==> src/rtl/timer_pair_defs.vh <==
`ifndef TIMER_PAIR_DEFS_VH
`define TIMER_PAIR_DEFS_VH
// timer control register bit positions
`define TCR_T1_OVF     7
`define TCR_T1_RUN     6
`define TCR_T0_OVF     5
`define TCR_T0_RUN     4
`define TCR_X1_FLAG    3
`define TCR_X1_TYPE    2
`define TCR_X0_FLAG    1
`define TCR_X0_TYPE    0
// mode register bit positions
`define TMR_T1_GATE    7
`define TMR_T1_SRC     6
`define TMR_T1_MODE_H  5
`define TMR_T1_MODE_L  4
`define TMR_T0_GATE    3
`define TMR_T0_SRC     2
`define TMR_T0_MODE_H  1
`define TMR_T0_MODE_L  0
// mode field codes
`define MODE_13BIT     2'h0
`define MODE_16BIT     2'h1
`define MODE_RELOAD    2'h2
`define MODE_SPLIT     2'h3
// reset values
`define CTRL_RESET     8'h00
`define MODEREG_RESET  8'h00
`define COUNT_RESET    8'h00
// system clocks per peripheral cycle
`define PER_CYCLE_DIV  6
`define PRESCALE_MASK  8'h1F
`define PRESCALE_TOP   8'h1F
`define BYTE_TOP       8'hFF
`define BYTE_ONE       8'h01
`endif

==> src/rtl/pin_sync.v <==
`include "timer_pair_defs.vh"
module pin_sync (
	// clock and reset
	input  wire CLK_SYS,
	input  wire RST_N,
	// pin and result
	input  wire pin_in,
	output reg  pin_sync_out
);

	reg meta_reg;

	always @(posedge CLK_SYS or negedge RST_N) begin
		if (!RST_N) begin
			meta_reg     <= 1'b0;
			pin_sync_out <= 1'b0;
		end else begin
			meta_reg     <= pin_in;
			pin_sync_out <= meta_reg;
		end
	end

endmodule

==> src/rtl/cycle_divider.v <==
`include "timer_pair_defs.vh"
module cycle_divider #(
	parameter DIV = `PER_CYCLE_DIV
) (
	// clock and reset
	input  wire CLK_SYS,
	input  wire RST_N,
	// one-cycle pulse each peripheral cycle
	output reg  tick
);

	// the count register is four bits wide, so keep the low bits on purpose
	localparam [31:0] LAST_FULL = DIV - 1;
	localparam [3:0]  LAST      = LAST_FULL[3:0];
	reg [3:0] count_reg;

	always @(posedge CLK_SYS or negedge RST_N) begin
		if (!RST_N) begin
			count_reg <= 4'h0;
			tick      <= 1'b0;
		end else begin
			tick <= (count_reg == LAST);
			if (count_reg == LAST)
				count_reg <= 4'h0;
			else
				count_reg <= count_reg + 4'h1;
		end
	end

endmodule

==> src/rtl/dual_timer_counter_unit.v <==
// Operation
// low and high count bytes cascade into a 16-bit counter while running
// setting run leaves the count bytes unchanged
// software clears run before presetting count bytes
// software clears run before changing source select or mode
// source select picks peripheral cycles or falling edges on count pin
// count pin sampled once per cycle, high then low counts one
// external source holds each level at least one peripheral cycle
// gate clear: run alone enables; gate set: irq pin also gates
// rollover from all ones to zero sets the overflow flag
// mode 0: five-bit prescaler in low byte feeds 8-bit high byte
// mode 1: full 16-bit cascaded counter
// mode 2: low byte counts, reloads from unchanged high byte
// overflow flag set each overflow, cleared on interrupt vectoring
// mode 3: timer zero low byte uses its own control bits
// mode 3: timer zero high byte counts cycles, uses timer one bits
// timer one in mode 3 halts and holds its count
// software uses timer one without interrupt while timer zero split
// timer zero uses mode bits 3..0 and control bits 0,1,4,5
// timer one uses mode bits 7..4 and control bits 2,3,6,7
// interrupt needs individual enable and global enable both set
// mode field 00 13-bit, 01 16-bit, 10 reload, 11 split/halt
// gate set: count only while irq pin high and run set
// control bits 7,6 timer one flag/run; 5,4 timer zero flag/run
// mode register bit layout for gate, source select and mode
// count and gate pins pass two flip-flops before use
// hardware overflow set wins over a coincident software write
`include "timer_pair_defs.vh"
module dual_timer_counter_unit (
	// clock and reset
	input  wire       CLK_SYS,
	input  wire       RST_N,
	// external pins
	input  wire       COUNT_PIN_ZERO,
	input  wire       COUNT_PIN_ONE,
	input  wire       EXT_IRQ_ZERO_PIN,
	input  wire       EXT_IRQ_ONE_PIN,
	// special-function register writes
	input  wire [7:0] WR_DATA,
	input  wire       CTRL_WR,
	input  wire       MODE_WR,
	input  wire       T0_LOW_WR,
	input  wire       T0_HIGH_WR,
	input  wire       T1_LOW_WR,
	input  wire       T1_HIGH_WR,
	// interrupt vectoring acknowledges
	input  wire       T0_VECTOR_ACK,
	input  wire       T1_VECTOR_ACK,
	// interrupt enables
	input  wire       TIMER_ZERO_IRQ_ENABLE,
	input  wire       TIMER_ONE_IRQ_ENABLE,
	input  wire       GLOBAL_IRQ_ENABLE,
	// register read-back
	output reg  [7:0] TIMER_CONTROL_REG,
	output reg  [7:0] TIMER_MODE_REG,
	output reg  [7:0] TIMER_ZERO_LOW_BYTE,
	output reg  [7:0] TIMER_ZERO_HIGH_BYTE,
	output reg  [7:0] TIMER_ONE_LOW_BYTE,
	output reg  [7:0] TIMER_ONE_HIGH_BYTE,
	// interrupt requests to the processor
	output reg        TIMER_ZERO_IRQ,
	output reg        TIMER_ONE_IRQ
);

	////////////////////////////////////////////////////////////////////////
	// synchronised pins and peripheral cycle

	wire       cnt0_s;
	wire       cnt1_s;
	wire       timer_zero_pin_gating_s;
	wire       timer_one_pin_gating_s;
	wire       per_tick;

	// pins are asynchronous to the clock; nothing reads them unsynchronised
	pin_sync u_sync_c0 (
		.CLK_SYS     (CLK_SYS),
		.RST_N       (RST_N),
		.pin_in      (COUNT_PIN_ZERO),
		.pin_sync_out(cnt0_s)
	);
	pin_sync u_sync_c1 (
		.CLK_SYS     (CLK_SYS),
		.RST_N       (RST_N),
		.pin_in      (COUNT_PIN_ONE),
		.pin_sync_out(cnt1_s)
	);
	// gate pins cost two cycles of latency before they stop the count
	pin_sync u_sync_g0 (
		.CLK_SYS     (CLK_SYS),
		.RST_N       (RST_N),
		.pin_in      (EXT_IRQ_ZERO_PIN),
		.pin_sync_out(timer_zero_pin_gating_s)
	);
	pin_sync u_sync_g1 (
		.CLK_SYS     (CLK_SYS),
		.RST_N       (RST_N),
		.pin_in      (EXT_IRQ_ONE_PIN),
		.pin_sync_out(timer_one_pin_gating_s)
	);

	// a single clock divided into one-cycle enables keeps timing simple

	cycle_divider #(.DIV(`PER_CYCLE_DIV)) u_div (
		.CLK_SYS(CLK_SYS),
		.RST_N  (RST_N),
		.tick   (per_tick)
	);

	////////////////////////////////////////////////////////////////////////
	// count pin sampling, one sample per peripheral cycle

	reg        samp0_reg;
	reg        samp1_reg;
	reg        fall0_reg;
	reg        fall1_reg;

	// falls are held for the whole following cycle and used on next tick;
	// samples reset low so an idle-high pin gives no false fall at start
	always @(posedge CLK_SYS or negedge RST_N) begin
		if (!RST_N) begin
			samp0_reg <= 1'b0;
			samp1_reg <= 1'b0;
			fall0_reg <= 1'b0;
			fall1_reg <= 1'b0;
		end else if (per_tick) begin
			samp0_reg <= cnt0_s;
			samp1_reg <= cnt1_s;
			fall0_reg <= samp0_reg & ~cnt0_s;
			fall1_reg <= samp1_reg & ~cnt1_s;
		end
	end

	////////////////////////////////////////////////////////////////////////
	// control decode

	wire [1:0] mode0 = TIMER_MODE_REG[`TMR_T0_MODE_H:`TMR_T0_MODE_L];
	wire [1:0] mode1 = TIMER_MODE_REG[`TMR_T1_MODE_H:`TMR_T1_MODE_L];
	wire       run0  = TIMER_CONTROL_REG[`TCR_T0_RUN];
	wire       run1  = TIMER_CONTROL_REG[`TCR_T1_RUN];

	// run, gate and pin combine into one enable
	function count_enable;
		input run;
		input gate;
		input pin_level;
		begin
			count_enable = run & (~gate | pin_level);
		end
	endfunction

	// one increment opportunity per peripheral cycle
	function source_pulse;
		input src;
		input fall;
		begin
			source_pulse = src ? fall : 1'b1;
		end
	endfunction

	wire en0 = per_tick & count_enable(run0,
		TIMER_MODE_REG[`TMR_T0_GATE], timer_zero_pin_gating_s) &
		source_pulse(TIMER_MODE_REG[`TMR_T0_SRC], fall0_reg);
	wire en1 = per_tick & count_enable(run1,
		TIMER_MODE_REG[`TMR_T1_GATE], timer_one_pin_gating_s) &
		source_pulse(TIMER_MODE_REG[`TMR_T1_SRC], fall1_reg);
	// split high byte: timer only, run from timer one's bit
	wire en0h = per_tick & run1;

	////////////////////////////////////////////////////////////////////////
	// counter stepping shared by both timers

	reg  [7:0] t0l_next;
	reg  [7:0] t0h_next;
	reg  [7:0] t1l_next;
	reg  [7:0] t1h_next;
	reg        ovf0;
	reg        ovf1;

	// one stepping routine serves both timers so the modes cannot drift;
	// mode 0 holds the upper three low-byte bits, they carry no meaning
	task step_timer;
		input  [1:0] mode;
		input        en;
		input  [7:0] lo;
		input  [7:0] hi;
		output [7:0] lo_n;
		output [7:0] hi_n;
		output       ovf;
		begin
			lo_n = lo;
			hi_n = hi;
			ovf  = 1'b0;
			if (en) begin
				case (mode)
				`MODE_13BIT: begin
					lo_n = (lo & ~`PRESCALE_MASK) |
						((lo + `BYTE_ONE) & `PRESCALE_MASK);
					if ((lo & `PRESCALE_MASK) == `PRESCALE_TOP) begin
						hi_n = hi + `BYTE_ONE;
						ovf  = (hi == `BYTE_TOP);
					end
				end
				`MODE_16BIT: begin
					lo_n = lo + `BYTE_ONE;
					if (lo == `BYTE_TOP) begin
						hi_n = hi + `BYTE_ONE;
						ovf  = (hi == `BYTE_TOP);
					end
				end
				`MODE_RELOAD: begin
					if (lo == `BYTE_TOP) begin
						lo_n = hi;
						ovf  = 1'b1;
					end else begin
						lo_n = lo + `BYTE_ONE;
					end
				end
				default: begin
					lo_n = lo;
				end
				endcase
			end
		end
	endtask

	reg        split_ovf;

	always @* begin
		split_ovf = 1'b0;
		if (mode0 == `MODE_SPLIT) begin
			// low byte counts alone with timer zero's own bits
			t0l_next = TIMER_ZERO_LOW_BYTE;
			ovf0     = 1'b0;
			if (en0) begin
				t0l_next = TIMER_ZERO_LOW_BYTE + `BYTE_ONE;
				ovf0     = (TIMER_ZERO_LOW_BYTE == `BYTE_TOP);
			end
			t0h_next = TIMER_ZERO_HIGH_BYTE;
			if (en0h) begin
				t0h_next  = TIMER_ZERO_HIGH_BYTE + `BYTE_ONE;
				split_ovf = (TIMER_ZERO_HIGH_BYTE == `BYTE_TOP);
			end
		end else begin
			step_timer(mode0, en0, TIMER_ZERO_LOW_BYTE,
				TIMER_ZERO_HIGH_BYTE, t0l_next, t0h_next, ovf0);
		end
		// mode 3 falls to the default hold branch
		step_timer(mode1, en1, TIMER_ONE_LOW_BYTE,
			TIMER_ONE_HIGH_BYTE, t1l_next, t1h_next, ovf1);
	end

	// timer one keeps counting while split, but its flag belongs to split
	wire set_f0 = ovf0;
	wire set_f1 = (mode0 == `MODE_SPLIT) ? split_ovf : ovf1;

	////////////////////////////////////////////////////////////////////////
	// registers

	// flag sets are applied last so a coincident ack or write loses;
	// a lost overflow would be worse than a repeated interrupt
	reg  [7:0] ctrl_next;

	always @* begin
		ctrl_next = TIMER_CONTROL_REG;
		if (CTRL_WR)
			ctrl_next = WR_DATA;
		if (T0_VECTOR_ACK)
			ctrl_next[`TCR_T0_OVF] = 1'b0;
		if (T1_VECTOR_ACK)
			ctrl_next[`TCR_T1_OVF] = 1'b0;
		if (set_f0)
			ctrl_next[`TCR_T0_OVF] = 1'b1;
		if (set_f1)
			ctrl_next[`TCR_T1_OVF] = 1'b1;
	end

	// count writes take the byte as written; while running the result is
	// whatever the write gives, software is expected to stop first
	always @(posedge CLK_SYS or negedge RST_N) begin
		if (!RST_N) begin
			TIMER_CONTROL_REG    <= `CTRL_RESET;
			TIMER_MODE_REG       <= `MODEREG_RESET;
			TIMER_ZERO_LOW_BYTE  <= `COUNT_RESET;
			TIMER_ZERO_HIGH_BYTE <= `COUNT_RESET;
			TIMER_ONE_LOW_BYTE   <= `COUNT_RESET;
			TIMER_ONE_HIGH_BYTE  <= `COUNT_RESET;
			TIMER_ZERO_IRQ       <= 1'b0;
			TIMER_ONE_IRQ        <= 1'b0;
		end else begin
			TIMER_CONTROL_REG <= ctrl_next;
			if (MODE_WR)
				TIMER_MODE_REG <= WR_DATA;
			TIMER_ZERO_LOW_BYTE  <= T0_LOW_WR  ? WR_DATA : t0l_next;
			TIMER_ZERO_HIGH_BYTE <= T0_HIGH_WR ? WR_DATA : t0h_next;
			TIMER_ONE_LOW_BYTE   <= T1_LOW_WR  ? WR_DATA : t1l_next;
			TIMER_ONE_HIGH_BYTE  <= T1_HIGH_WR ? WR_DATA : t1h_next;
			// requests follow the next flag value, so they rise with it
			TIMER_ZERO_IRQ <= ctrl_next[`TCR_T0_OVF] &
				TIMER_ZERO_IRQ_ENABLE & GLOBAL_IRQ_ENABLE;
			TIMER_ONE_IRQ  <= ctrl_next[`TCR_T1_OVF] &
				TIMER_ONE_IRQ_ENABLE & GLOBAL_IRQ_ENABLE;
		end
	end

endmodule

==> config.mk <==
export PLATFORM = sky130hd
export DESIGN_NAME = dual_timer_counter_unit
export DESIGN_NICKNAME = d
export VERILOG_FILES = /design/src/rtl/pin_sync.v /design/src/rtl/cycle_divider.v /design/src/rtl/dual_timer_counter_unit.v
export VERILOG_INCLUDE_DIRS = /design/src /design/src/rtl
export SDC_FILE = /design/constraint.sdc
export NUM_CORES = 1
export LEC_CHECK = 0
export ABC_AREA = 1
export BUFFER_PORTS_ARGS = -buffer_cell sky130_fd_sc_hd__buf_2
export CAP_MARGIN = 40
export CORE_MARGIN = 10
export CORE_UTILIZATION = 61
export CTS_CLUSTER_DIAMETER = 200
export DETAILED_ROUTE_END_ITERATION = 7
export GPL_TIMING_DRIVEN = 0
export PLACE_DENSITY = 0.86
export SLEW_MARGIN = 30
export SYNTH_ARGS = -nofsm -noshare
export SYNTH_HDL_FRONTEND = slang
export SYNTH_SLANG_ARGS = --single-unit
==> constraint.sdc <==
create_clock -name CLK_SYS -period 4.1 [get_ports CLK_SYS]
set_input_delay 0.205 -clock CLK_SYS [delete_from_list [all_inputs] [get_ports CLK_SYS]]
set_output_delay 0.205 -clock CLK_SYS [all_outputs]
set_load 0.01 [all_outputs]
======== Word level (Yosys, flattened, before mapping) ========
Cells that the tools add are included.
word-level totals
  register bits ........................... 67
  bits of input ports ..................... 25
  output and inout bits ................... 50
  word-level logic and storage cells ...... 124
operators by class
  $add $sub $neg .......................... 5
  equality and inequality tests ........... 17
  mux-type cells .......................... 44
  bitwise gates (word level) .............. 21
  reduce and logical (&&, ||, !) cells .... 14
operators with widths
  operator                                              count
  2-to-1 mux 8 bit                                      19
  case mux 8 bit (3 select lines)                       2
  adder 8 x 1 -> 8 bit (second input constant)          4
  equality test 8 bit (second input constant)           4
  case mux 8 bit (2 select lines)                       2
  2-to-1 mux 1 bit                                      18
  OR 8 x 5 -> 8 bit                                     2
  AND 1 bit                                             13
  equality test 5 bit (second input constant)           2
  != test 3 bit (second input constant)                 3
  != test 4 bit (second input constant)                 2
  nonzero test 4 bit                                    2
  equality test 2 bit (second input constant)           3
  case mux 1 bit (3 select lines)                       2
  nonzero test 2 bit                                    3
  nonzero test 3 bit                                    2
  AND reduction 5 bit                                   1
  nonzero test 5 bit                                    1
  adder 4 x 1 -> 4 bit (second input constant)          1
  equality test 2 x 1 -> 1 bit (second input constant)  2
  equality test 4 x 3 -> 1 bit (second input constant)  1
  zero test 2 bit                                       2
  2-to-1 mux 4 bit                                      1
  NOT 1 bit                                             4
  other kinds (3)                                       5

======== Depth between registers and ports, before layout ========
Gate-level depths: netlist (run 1).
  word-level depth ........................ 10
  depth in mapped cells ................... 13
  mapped depth without buffers ............ 12

======== By module ========
A second synthesis (run 1) with hierarchy kept.
unflattened totals
  cells, all modules ...................... 603
  area, all modules ....................... 4,154.0 um^2
modules (own cells, without submodules)
  module                   instances  cells an instance  area each (um^2)  seq. area each (um^2)
  dual_timer_counter_unit  1          571                3,748.6           1,351.3
  cycle_divider            1          24                 205.2             125.1
  pin_sync                 4          2                  50.0              50.0

======== Least setup slack after synthesis (run 1) ========
OpenSTA, ideal clock, no wires.
  path kind ............................... flip-flop to flip-flop
  from .................................... register TIMER_ZERO_LOW_BYTE[0]
  to ...................................... register TIMER_ZERO_HIGH_BYTE[4]
  setup time .............................. 0.119 ns
  arrival ................................. 1.649 ns
  data required time ...................... 3.981 ns
  setup slack ............................. 2.333 ns
  stages on the path, launching flop included .. 12
  path buffers ............................ 0
  period minus slack after synthesis ...... 1.767 ns
  path through ............................ dfrtp_1 > ha_1 > nand2_1 > nor2_4 > ha_1 > nor2_1 > nand3_1 > nand2_1 > inv_1 > nand4_4 > nand2_1 > nand2_1
between the ends
  word-level cells in the longest chain between the ends .. 3
  elaborated cells on any way between the ends .. 5
  those cells by class .................... 4 x eq/ne; 1 x reduce/logical
ends and longest elaborated chain
  element                                                                             RTL line                       RTL
  from (decl)                                                                         dual_timer_counter_unit.v:56   output reg [7:0] TIMER_ZERO_LOW_BYTE,
  from (signal assigned)                                                              dual_timer_counter_unit.v:283  TIMER_ZERO_LOW_BYTE <= `COUNT_RESET;
  from (signal assigned)                                                              dual_timer_counter_unit.v:293  TIMER_ZERO_LOW_BYTE <= T0_LOW_WR ? WR_DATA : t0l_next;
  equality test 8 bit (no source line) / equality test 5 bit (equally long branches)  n/a
  != test 4 bit (no source line)                                                      n/a
  AND reduction 5 bit (no source line) (*)                                            n/a
  to (signal assigned)                                                                dual_timer_counter_unit.v:284  TIMER_ZERO_HIGH_BYTE <= `COUNT_RESET;
  to (signal assigned)                                                                dual_timer_counter_unit.v:294  TIMER_ZERO_HIGH_BYTE <= T0_HIGH_WR ? WR_DATA : t0h_next;
  to (decl)                                                                           dual_timer_counter_unit.v:57   output reg [7:0] TIMER_ZERO_HIGH_BYTE,
Mark *: on every way between the ends. The rest lies on a longest branch, timed or not.
A chain may end at the register's enable or synchronous reset.

======== Worst setup path after layout (run 1) ========
Ends and elaborated chain as after synthesis.

==> impl_metrics.toml, run 1 <==
[global_route]
grt_pass1_wl_mm = 19.4
grt_pass1_vias = 4082
grt.overflow.total = 0
antenna_found_initial = 0
grt_util_all_layers_pct = 23.2
grt_start_max_net_pins = 39

[timing]
worst_slack_ns = 2.08
relSlewSlack_pct = 62.9
slew_violations = 0
rsz0062_at_grt = "false"
worst_hold_slack_ns = 0.0600
setup_tns_ns = 0
fin_crit_ns = 2.02
setup_viol = 0
worst_pin_slew_ns = 0.556
fin_skew_ns = 0.00947
finalCritPeriodShare_pct = 49.2
finalHoldViolations = 0
max_freq_mhz = 496

[placed_design]
io_buffers = 74
place_ws_ns = 2.17
gp_congestion = 0.925
hpwl_mm = 8.85

[min_path]
worstHoldPathCells = 3
worstHoldEndpoint = "TIMER_ZERO_IRQ$_DFF_PN0_"
hp-class = "primary input to flop"
hp-start = "TIMER_ZERO_IRQ_ENABLE"

[route]
drt_iter0_drc = 344
first_pass_iters = 5
viasPerCell = 5.47
drcViolationCount = 0
vias = 4198
final_antenna_net_count = 0
drt_wl_total_mm = 11.8
wl_per_cell_um = 15.4

[synth]
yosysUniqueCellTypes = 35
synthesis.area_um2 = 4190
postSynthAreaPerCell_um2 = 7.09
async_reset_ff_share_pct = 100
synth.area.top_cells = "dfrtp_1 40%, nand2_1 18%, nand3_1 7.6%"
yosys.area_share.simple_pct = 37.1
ys_warn_count = 0
synth_common_cells = "202 x nand2_1, 69 x inv_1, 67 x dfrtp_1"
synth-edff-count = 0
syn_nets = 630
synth_top_family_by_area = "simple AND/OR/NAND/NOR gates"
synthMuxAreaShare_pct = 1.07
synth_most_common_cell = "nand2_1"
synth-seq-area-share_pct = 40.0
syn_inst = 591
synth_compound_area_share_pct = 9.46
synth-adder-area-share_pct = 4.18
yosysTopAreaCell = "dfrtp_1"
ys.flop_type = "dfrtp_1"
synth-seq-cells = 67
synth_xor_area_share_pct = 0.836
synth_top_area_share_pct = 40.0

[setup_path]
end_kind = "flop"
cp_max_fo = 8
worstPathRequired_ns = 4.35
r2r_cells = 11
cp-startpoint = "TIMER_ZERO_LOW_BYTE[0]$_DFFE_PN0P_"
crit_type = "flop to flop"
worstReg2RegStart = "TIMER_ZERO_LOW_BYTE[0]$_DFFE_PN0P_"
reg2reg_slack_ns = 2.08
arrival_ns = 2.27
start_kind = "flop"
r2r-end = "TIMER_ZERO_HIGH_BYTE[4]$_DFFE_PN0P_"

[floorplanning]
start_util_pct = 62.4
die_w_um = 103
die_y_um = 103
dieArea_um2 = 10600
core_um2 = 6720
pin_count = 75
row_count = 30

[clocking]
clkTransAtPathRegs_ns = 0.09
cts_tree = "built"
htree_levels = 3
cts_repair_resize_count = 0
numCtsBuffers = 9
cts.sinks = 67
clockBufferDepth = 2
clockRootBuffer = "clkbuf_8"
clk-insertion-delay-late_ns = 0.37

[finish]
syn2layout_area_growth_pct = 17.7
register_area_um2 = 1680
antenna_cells = 0
multi_input_area_um2 = 2210
fill_cells = 521
layout-drive-gt1-share_pct = 17.8
final_nets = 721

[flow_run]
maxCapViolCount = 0

[pwr]
p_leak_nw = 2.74
total_power_mw = 2.05
peakVddDrop_uv = 344
powerDensity_nw_per_um2 = 415

[outcome]
outcome = "completed"
[layout make-up]
type                            count  area share, %
Multi-Input combinational cell    443           44.7
Clock inverter                      7           1.55
Sequential cell                    67           34.0
Tap cell                           80           2.03
Timing Repair Buffer               80           8.98
Clock buffer                        9           2.51
Buffer                             10          0.811
Inverter                           71           5.43
[critical path, cell delays in order (launching register included)]
cell     delay, ns
dfrtp_1       0.42
ha_1          0.19
nand2_1       0.11
nor2_4        0.20
ha_1          0.22
nor2_1        0.05
nand3_1       0.08
nand2_1       0.14
inv_1         0.14
nand4_4       0.17
nand2_1       0.11
nand2_1       0.06
[worst max-delay path by stage]
stage | end | slack [ns] | cells after the start
after floorplan | TIMER_ZERO_HIGH_BYTE[4]$_DFFE_PN0P_ | 2.33 | 11
after global placement | TIMER_ZERO_HIGH_BYTE[5]$_DFFE_PN0P_ | 2.23 | 11
after detailed placement | TIMER_ZERO_HIGH_BYTE[4]$_DFFE_PN0P_ | 2.17 | 11
after CTS | TIMER_ZERO_HIGH_BYTE[4]$_DFFE_PN0P_ | 2.11 | 11
after global routing | TIMER_ZERO_HIGH_BYTE[5]$_DFFE_PN0P_ | 1.93 | 11
final | TIMER_ZERO_HIGH_BYTE[4]$_DFFE_PN0P_ | 2.08 | 11
[logic make-up after synthesis]
| family | after synthesis |
|---|---|
| and+or+nand+nor | 349 |
| buffers and inverters | 81 |
| AOI/OAI and AO/OA | 72 |
| DFF | 67 |
| adders and majority gates | 14 |
| xor gates and xnor gates | 4 |
| muxes | 4 |
[power breakdown]
part	internal (mW)	switching [mW]
Sequential	0.749	0.136
Combinational	0.226	0.366
Clock	0.244	0.326
[per-stage QoR]
stage / utilization [%] / area, um^2 / instances
after global routing: 73.4 / 4930 / 767
after detailed placement: 69.7 / 4680 / 746
after global placement: 69.4 / 4660 / 745
after CTS: 73.4 / 4930 / 767
final: 73.4 / 4930 / 767
after floorplan: - / 4190 / 591
[cell usage in the layout (no fill, tap or decap), drive strengths merged, types with 2 or more instances in the layout]
cell type      n
clkinv         2
nand2        211
ha            14
dfrtp         67
nand3         66
nand4         10
buf           78
nor2          56
nor3           2
or2            3
xor2           3
o22ai          3
mux2           4
inv           76
dlygate4sd3    5
o21bai         4
a21oi         31
clkbuf        16
o21ai         31
[per-layer routing]
metal | vias up | track usage (%) | part of all wire [%]
li1 | 2073 | - | -
met4 | 0 | 10.8 | 3.2
met5 | - | 0 | 0
met2 | 198 | 37.8 | 48
met1 | 1893 | 28.6 | 39
met3 | 34 | 5.29 | 9.8
[repair_timing]
action | CTS | global route
endpoints found under the hold margin | 33 | 0
buffers inserted | 0 | 0
hold buffers | 5 | 0
endpoints found under the setup margin | 0 | 0
Note: power is estimated with default switching activity, not from simulation.
==> run 2: changes to the inputs <==
CORE_UTILIZATION = 56   (was 61)
PLACE_DENSITY = 0.8   (was 0.86)
clock period = 2.04 ns   (was 4.1 ns; I/O delays follow)
==> run 2 against run 1 <==
Fmax is 8.3% higher; die area increased by 7.2%; core utilization decreased by 4.0 points; setup slack got worse by 1.9 ns; combinational power increased by 100%; total power grew 98%; clock skew is 0.0018 ns higher; clock power is 86% higher; worst hold slack lost 0.017 ns.
==> impl_metrics.toml, run 2 (synthesis gave the netlist of run 1 again) <==
[route]
viasPerCell = 5.33
first_pass_iters = 7
final_antenna_net_count = 0
vias = 4245
drt_iter0_drc = 346
drt_wl_total_mm = 11.9
drcViolationCount = 0
wl_per_cell_um = 15.0

[timing]
max_freq_mhz = 537
finalCritPeriodShare_pct = 91.3
worst_slack_ns = 0.178
slew_violations = 0
fin_skew_ns = 0.0113
fin_crit_ns = 1.86
worst_pin_slew_ns = 0.500
relSlewSlack_pct = 66.7
setup_tns_ns = 0
worst_hold_slack_ns = 0.0427
rsz0062_at_grt = "false"
setup_viol = 0
finalHoldViolations = 0

[flow_run]
maxCapViolCount = 0

[finish]
final_nets = 731
stdcell_count = 796
fill_cells = 644
multi_input_area_um2 = 2210
layout-drive-gt1-share_pct = 18.8
postLayoutCellArea_um2 = 5030
final_core_utilization_pct = 69.4
register_area_um2 = 1680
syn2layout_area_growth_pct = 20.1
antenna_cells = 0
final_common_cell = "nand2_1"
layout_common_cells = "201 x nand2_1, 75 x buf_2, 69 x inv_1"

[floorplanning]
start_util_pct = 57.8
die_y_um = 107
die_w_um = 107
row_count = 31
dieArea_um2 = 11300
core_um2 = 7250
pin_count = 75

[min_path]
worstHoldPathCells = 3
hp-class = "primary input to flop"

[global_route]
grt.overflow.total = 0
grt_pass1_wl_mm = 19.2
grt_pass1_vias = 4043
antenna_found_initial = 0
grt_util_all_layers_pct = 20.8
grt_start_max_net_pins = 45

[pwr]
seqPwrFrac_pct = 43.9
powerDensity_nw_per_um2 = 805
sw_frac_of_total_pct = 39.6
p_leak_nw = 2.77
total_power_mw = 4.05
peakVddDrop_uv = 490
internal-power_mw = 2.45
clockPowerShare_pct = 26.1
p_switching_mw = 1.60
p_comb_share_pct = 30.0

[setup_path]
reg2reg_slack_ns = 0.18
worstPathRequired_ns = 2.28
r2r_cells = 11
crit_type = "flop to flop"
start_kind = "flop"
cp_max_fo = 8
arrival_ns = 2.11
end_kind = "flop"

[clocking]
clkTransAtPathRegs_ns = 0.09
clockRootBuffer = "clkbuf_8"
clk-insertion-delay-late_ns = 0.36
cts_tree = "built"
clockBufferDepth = 2
numCtsBuffers = 9
htree_levels = 3
cts.sinks = 67

[placed_design]
place_ws_ns = 0.0987
post-place-cells = 765
placed_cell_area_um2 = 4710
io_buffers = 74
gp_congestion = 0.925
hpwl_mm = 8.85

[outcome]
outcome = "completed"
-- run 2: critical path, cell delays in order (launching register included) --
cell and delay (ns):
dfrtp_1 0.39, ha_1 0.18, nand2_1 0.10, nor2_4 0.18
ha_1 0.20, nor2_1 0.05, nand3_1 0.09, nand2_2 0.11
inv_1 0.12, nand4_4 0.18, nand2_1 0.10, nand2_1 0.05
-- run 2: repair_timing --
action / 4_1_cts / 5_1_grt
setup endpoints to repair: 0 / 16
endpoints found under the hold margin: 55 / 0
resized for setup: 0 / 3
hold buffers: 9 / 0
buffers inserted: 0 / 6
-- run 2: metal layers --
metal / routed length, um / global-route usage [%]
met5: 0 / 0
met4: 268 / 8.12
met3: 843 / 5.56
met2: 5810 / 35.8
met1: 4990 / 24.1
-- run 2: worst paths after layout --
path                                                       end                          startpoint
min reg2reg                   u_sync_g1.pin_sync_out$_DFF_PN0_        u_sync_g1.meta_reg$_DFF_PN0_
max in group asynchronous    TIMER_ONE_LOW_BYTE[0]$_DFFE_PN0P_                               RST_N
min                              TIMER_MODE_REG[5]$_DFFE_PN0P_                          WR_DATA[5]
min in group asynchronous    TIMER_ONE_LOW_BYTE[3]$_DFFE_PN0P_                               RST_N
max                        TIMER_ZERO_HIGH_BYTE[3]$_DFFE_PN0P_  TIMER_ZERO_LOW_BYTE[1]$_DFFE_PN0P_
max reg2reg                TIMER_ZERO_HIGH_BYTE[3]$_DFFE_PN0P_  TIMER_ZERO_LOW_BYTE[1]$_DFFE_PN0P_
-- run 2: final cells by class --
type / instances / area share [%]
timing repair buffer: 90 / 10.5
tap: 99 / 2.46
inverter: 71 / 5.32
clock buffer: 9 / 2.46
buffer: 10 / 0.795
multi-input combinational: 443 / 44.0
clock inverter: 7 / 1.17
sequential: 67 / 33.3
-- run 2: power by group through the flow --
stage | Combinational, mW | Sequential [mW] | Clock, mW
CTS | 1.19 | 1.77 | 1.07
floorplan | 0.685 | 1.81 | 0
global route | 1.37 | 1.81 | 1.13
finish | 1.21 | 1.78 | 1.06
detailed placement | 1.17 | 1.80 | 0
global placement | 1.13 | 1.79 | 0
==> run 3: changes to the inputs <==
CORE_MARGIN = 2   (was 10)
==> run 3 against run 2 <==
Cell count shrank 0.13%; clock power up 6%; sequential share of layout area about the same; via count is 0.35% lower; total power rose by 1.4%; critical path type unchanged.
==> impl_metrics.toml, run 3 (synthesis gave the netlist of run 1 again) <==
[placed_design]
post-place-cells = 765
io_buffers = 74
place_ws_ns = 0.0948
gp_congestion = 0.975
hpwl_mm = 8.22

[setup_path]
worstReg2RegStart = "TIMER_ONE_LOW_BYTE[0]$_DFFE_PN0P_"
cp_max_fo = 9
start_kind = "flop"
arrival_ns = 2.20
reg2reg_slack_ns = 0.13
r2r_cells = 10
r2r-end = "TIMER_ONE_HIGH_BYTE[1]$_DFFE_PN0P_"
end_kind = "flop"
worstPathRequired_ns = 2.33
crit_type = "flop to flop"

[route]
drcViolationCount = 0
final_antenna_net_count = 0
first_pass_iters = 5
drt_iter0_drc = 284
vias = 4230
viasPerCell = 5.32
wl_per_cell_um = 14.2
drt_wl_total_mm = 11.3

[global_route]
grt_pass1_wl_mm = 18.6
grt_util_all_layers_pct = 28.0
antenna_found_initial = 0
grt_pass1_vias = 3920
grt.overflow.total = 0
grt_start_max_net_pins = 45

[floorplanning]
die_w_um = 90.5
row_count = 31
start_util_pct = 57.8
pin_count = 75
core_um2 = 7250
dieArea_um2 = 8190
die_y_um = 90.5

[min_path]
hp-start = "MODE_WR"
worstHoldEndpoint = "TIMER_MODE_REG[0]$_DFFE_PN0P_"
worstHoldPathCells = 2
hp-class = "primary input to flop"

[pwr]
sw_frac_of_total_pct = 39.8
internal-power_mw = 2.47
powerDensity_nw_per_um2 = 815
p_switching_mw = 1.64
p_comb_share_pct = 29.3
p_leak_nw = 2.78
clockPowerShare_pct = 27.3
seqPwrFrac_pct = 43.4
peakVddDrop_uv = 485

[finish]
multi_input_area_um2 = 2210
layout_common_cells = "202 x nand2_1, 75 x buf_2, 68 x inv_1"
layout-drive-gt1-share_pct = 18.4
register_area_um2 = 1680
syn2layout_area_growth_pct = 20.1
final_common_cell = "nand2_1"
final_nets = 730
antenna_cells = 0
final_core_utilization_pct = 69.4
stdcell_count = 795
fill_cells = 627

[timing]
setup_tns_ns = 0
fin_skew_ns = 0.0125
worst_slack_ns = 0.133
worst_pin_slew_ns = 0.506
finalCritPeriodShare_pct = 93.5
finalHoldViolations = 0
setup_viol = 0
fin_crit_ns = 1.91
max_freq_mhz = 524
slew_violations = 0
relSlewSlack_pct = 66.2

[clocking]
numCtsBuffers = 9
cts.sinks = 67
clkTransAtPathRegs_ns = 0.09
cts_tree = "built"
clockRootBuffer = "clkbuf_8"
clockBufferDepth = 2
clk-insertion-delay-late_ns = 0.36
htree_levels = 3

[outcome]
outcome = "completed"

[flow_run]
maxCapViolCount = 0
-- run 3: routing by layer --
layer | share of wire, % | track usage (%) | up-vias
met1 | 42 | 35.9 | 1930
met2 | 49 | 48.1 | 186
met5 | 0 | 0 | -
met4 | 2.0 | 9.49 | 0
met3 | 7.2 | 4.59 | 24
li1 | - | - | 2090
-- run 3: power groups by stage --
stage	logic, mW	clock network, mW	registers (mW)
2_1_floorplan	0.685	0	1.81
3_3_place_gp	1.11	0	1.79
3_5_place_dp	1.16	0	1.80
4_1_cts	1.18	1.15	1.77
5_1_grt	1.35	1.20	1.81
6_report	1.20	1.12	1.78
-- run 3: critical path, cell delays in order, from the launching register on --
cell and delay [ns]:
dfrtp_1 0.45, ha_1 0.24, nand2_2 0.09, nor2_4 0.17, ha_1 0.19, inv_1 0.06, a21oi_1 0.23, nand2_4 0.14
nand2_4 0.13, nand2_1 0.07, nand2_1 0.07
-- run 3: worst max-delay path by stage --
stage                                             from                                  end  slack [ns]
finish               TIMER_ONE_LOW_BYTE[0]$_DFFE_PN0P_   TIMER_ONE_HIGH_BYTE[1]$_DFFE_PN0P_        0.13
global route        TIMER_ZERO_LOW_BYTE[0]$_DFFE_PN0P_  TIMER_ZERO_HIGH_BYTE[5]$_DFFE_PN0P_       -0.02
CTS                 TIMER_ZERO_LOW_BYTE[0]$_DFFE_PN0P_  TIMER_ZERO_HIGH_BYTE[4]$_DFFE_PN0P_        0.07
detailed placement  TIMER_ZERO_LOW_BYTE[0]$_DFFE_PN0P_  TIMER_ZERO_HIGH_BYTE[4]$_DFFE_PN0P_        0.09
global placement    TIMER_ZERO_LOW_BYTE[0]$_DFFE_PN0P_  TIMER_ZERO_HIGH_BYTE[1]$_DFFE_PN0P_        0.16
floorplan           TIMER_ZERO_LOW_BYTE[0]$_DFFE_PN0P_  TIMER_ZERO_HIGH_BYTE[4]$_DFFE_PN0P_        0.27
-- run 3: per-stage QoR --
step / cell area [um^2] / total power, mW / hold slack, ns
final: 5040 / 4.11 / 0.0317
after global routing: 5040 / 4.37 / 0.0657
after CTS: 5000 / 4.09 / 0.0183
after detailed placement: 4710 / 2.95 / 0.0335
after global placement: 4690 / 2.90 / 0.211
after floorplan: 4190 / 2.50 / -0.194
-- run 3: cell type report --
type	count	area share, %
Buffer	10	0.795
Sequential cell	67	33.3
Tap cell	99	2.46
Clock buffer	9	2.46
Inverter	71	5.32
Clock inverter	7	1.52
Multi-Input combinational cell	443	43.8
Timing Repair Buffer	89	10.3
-- run 3: repair_timing --
item,CTS,global route
hold buffers,9,0
buffers inserted,0,5
endpoints found under the setup margin,0,8
resized for setup,0,1
hold endpoints to repair,51,0
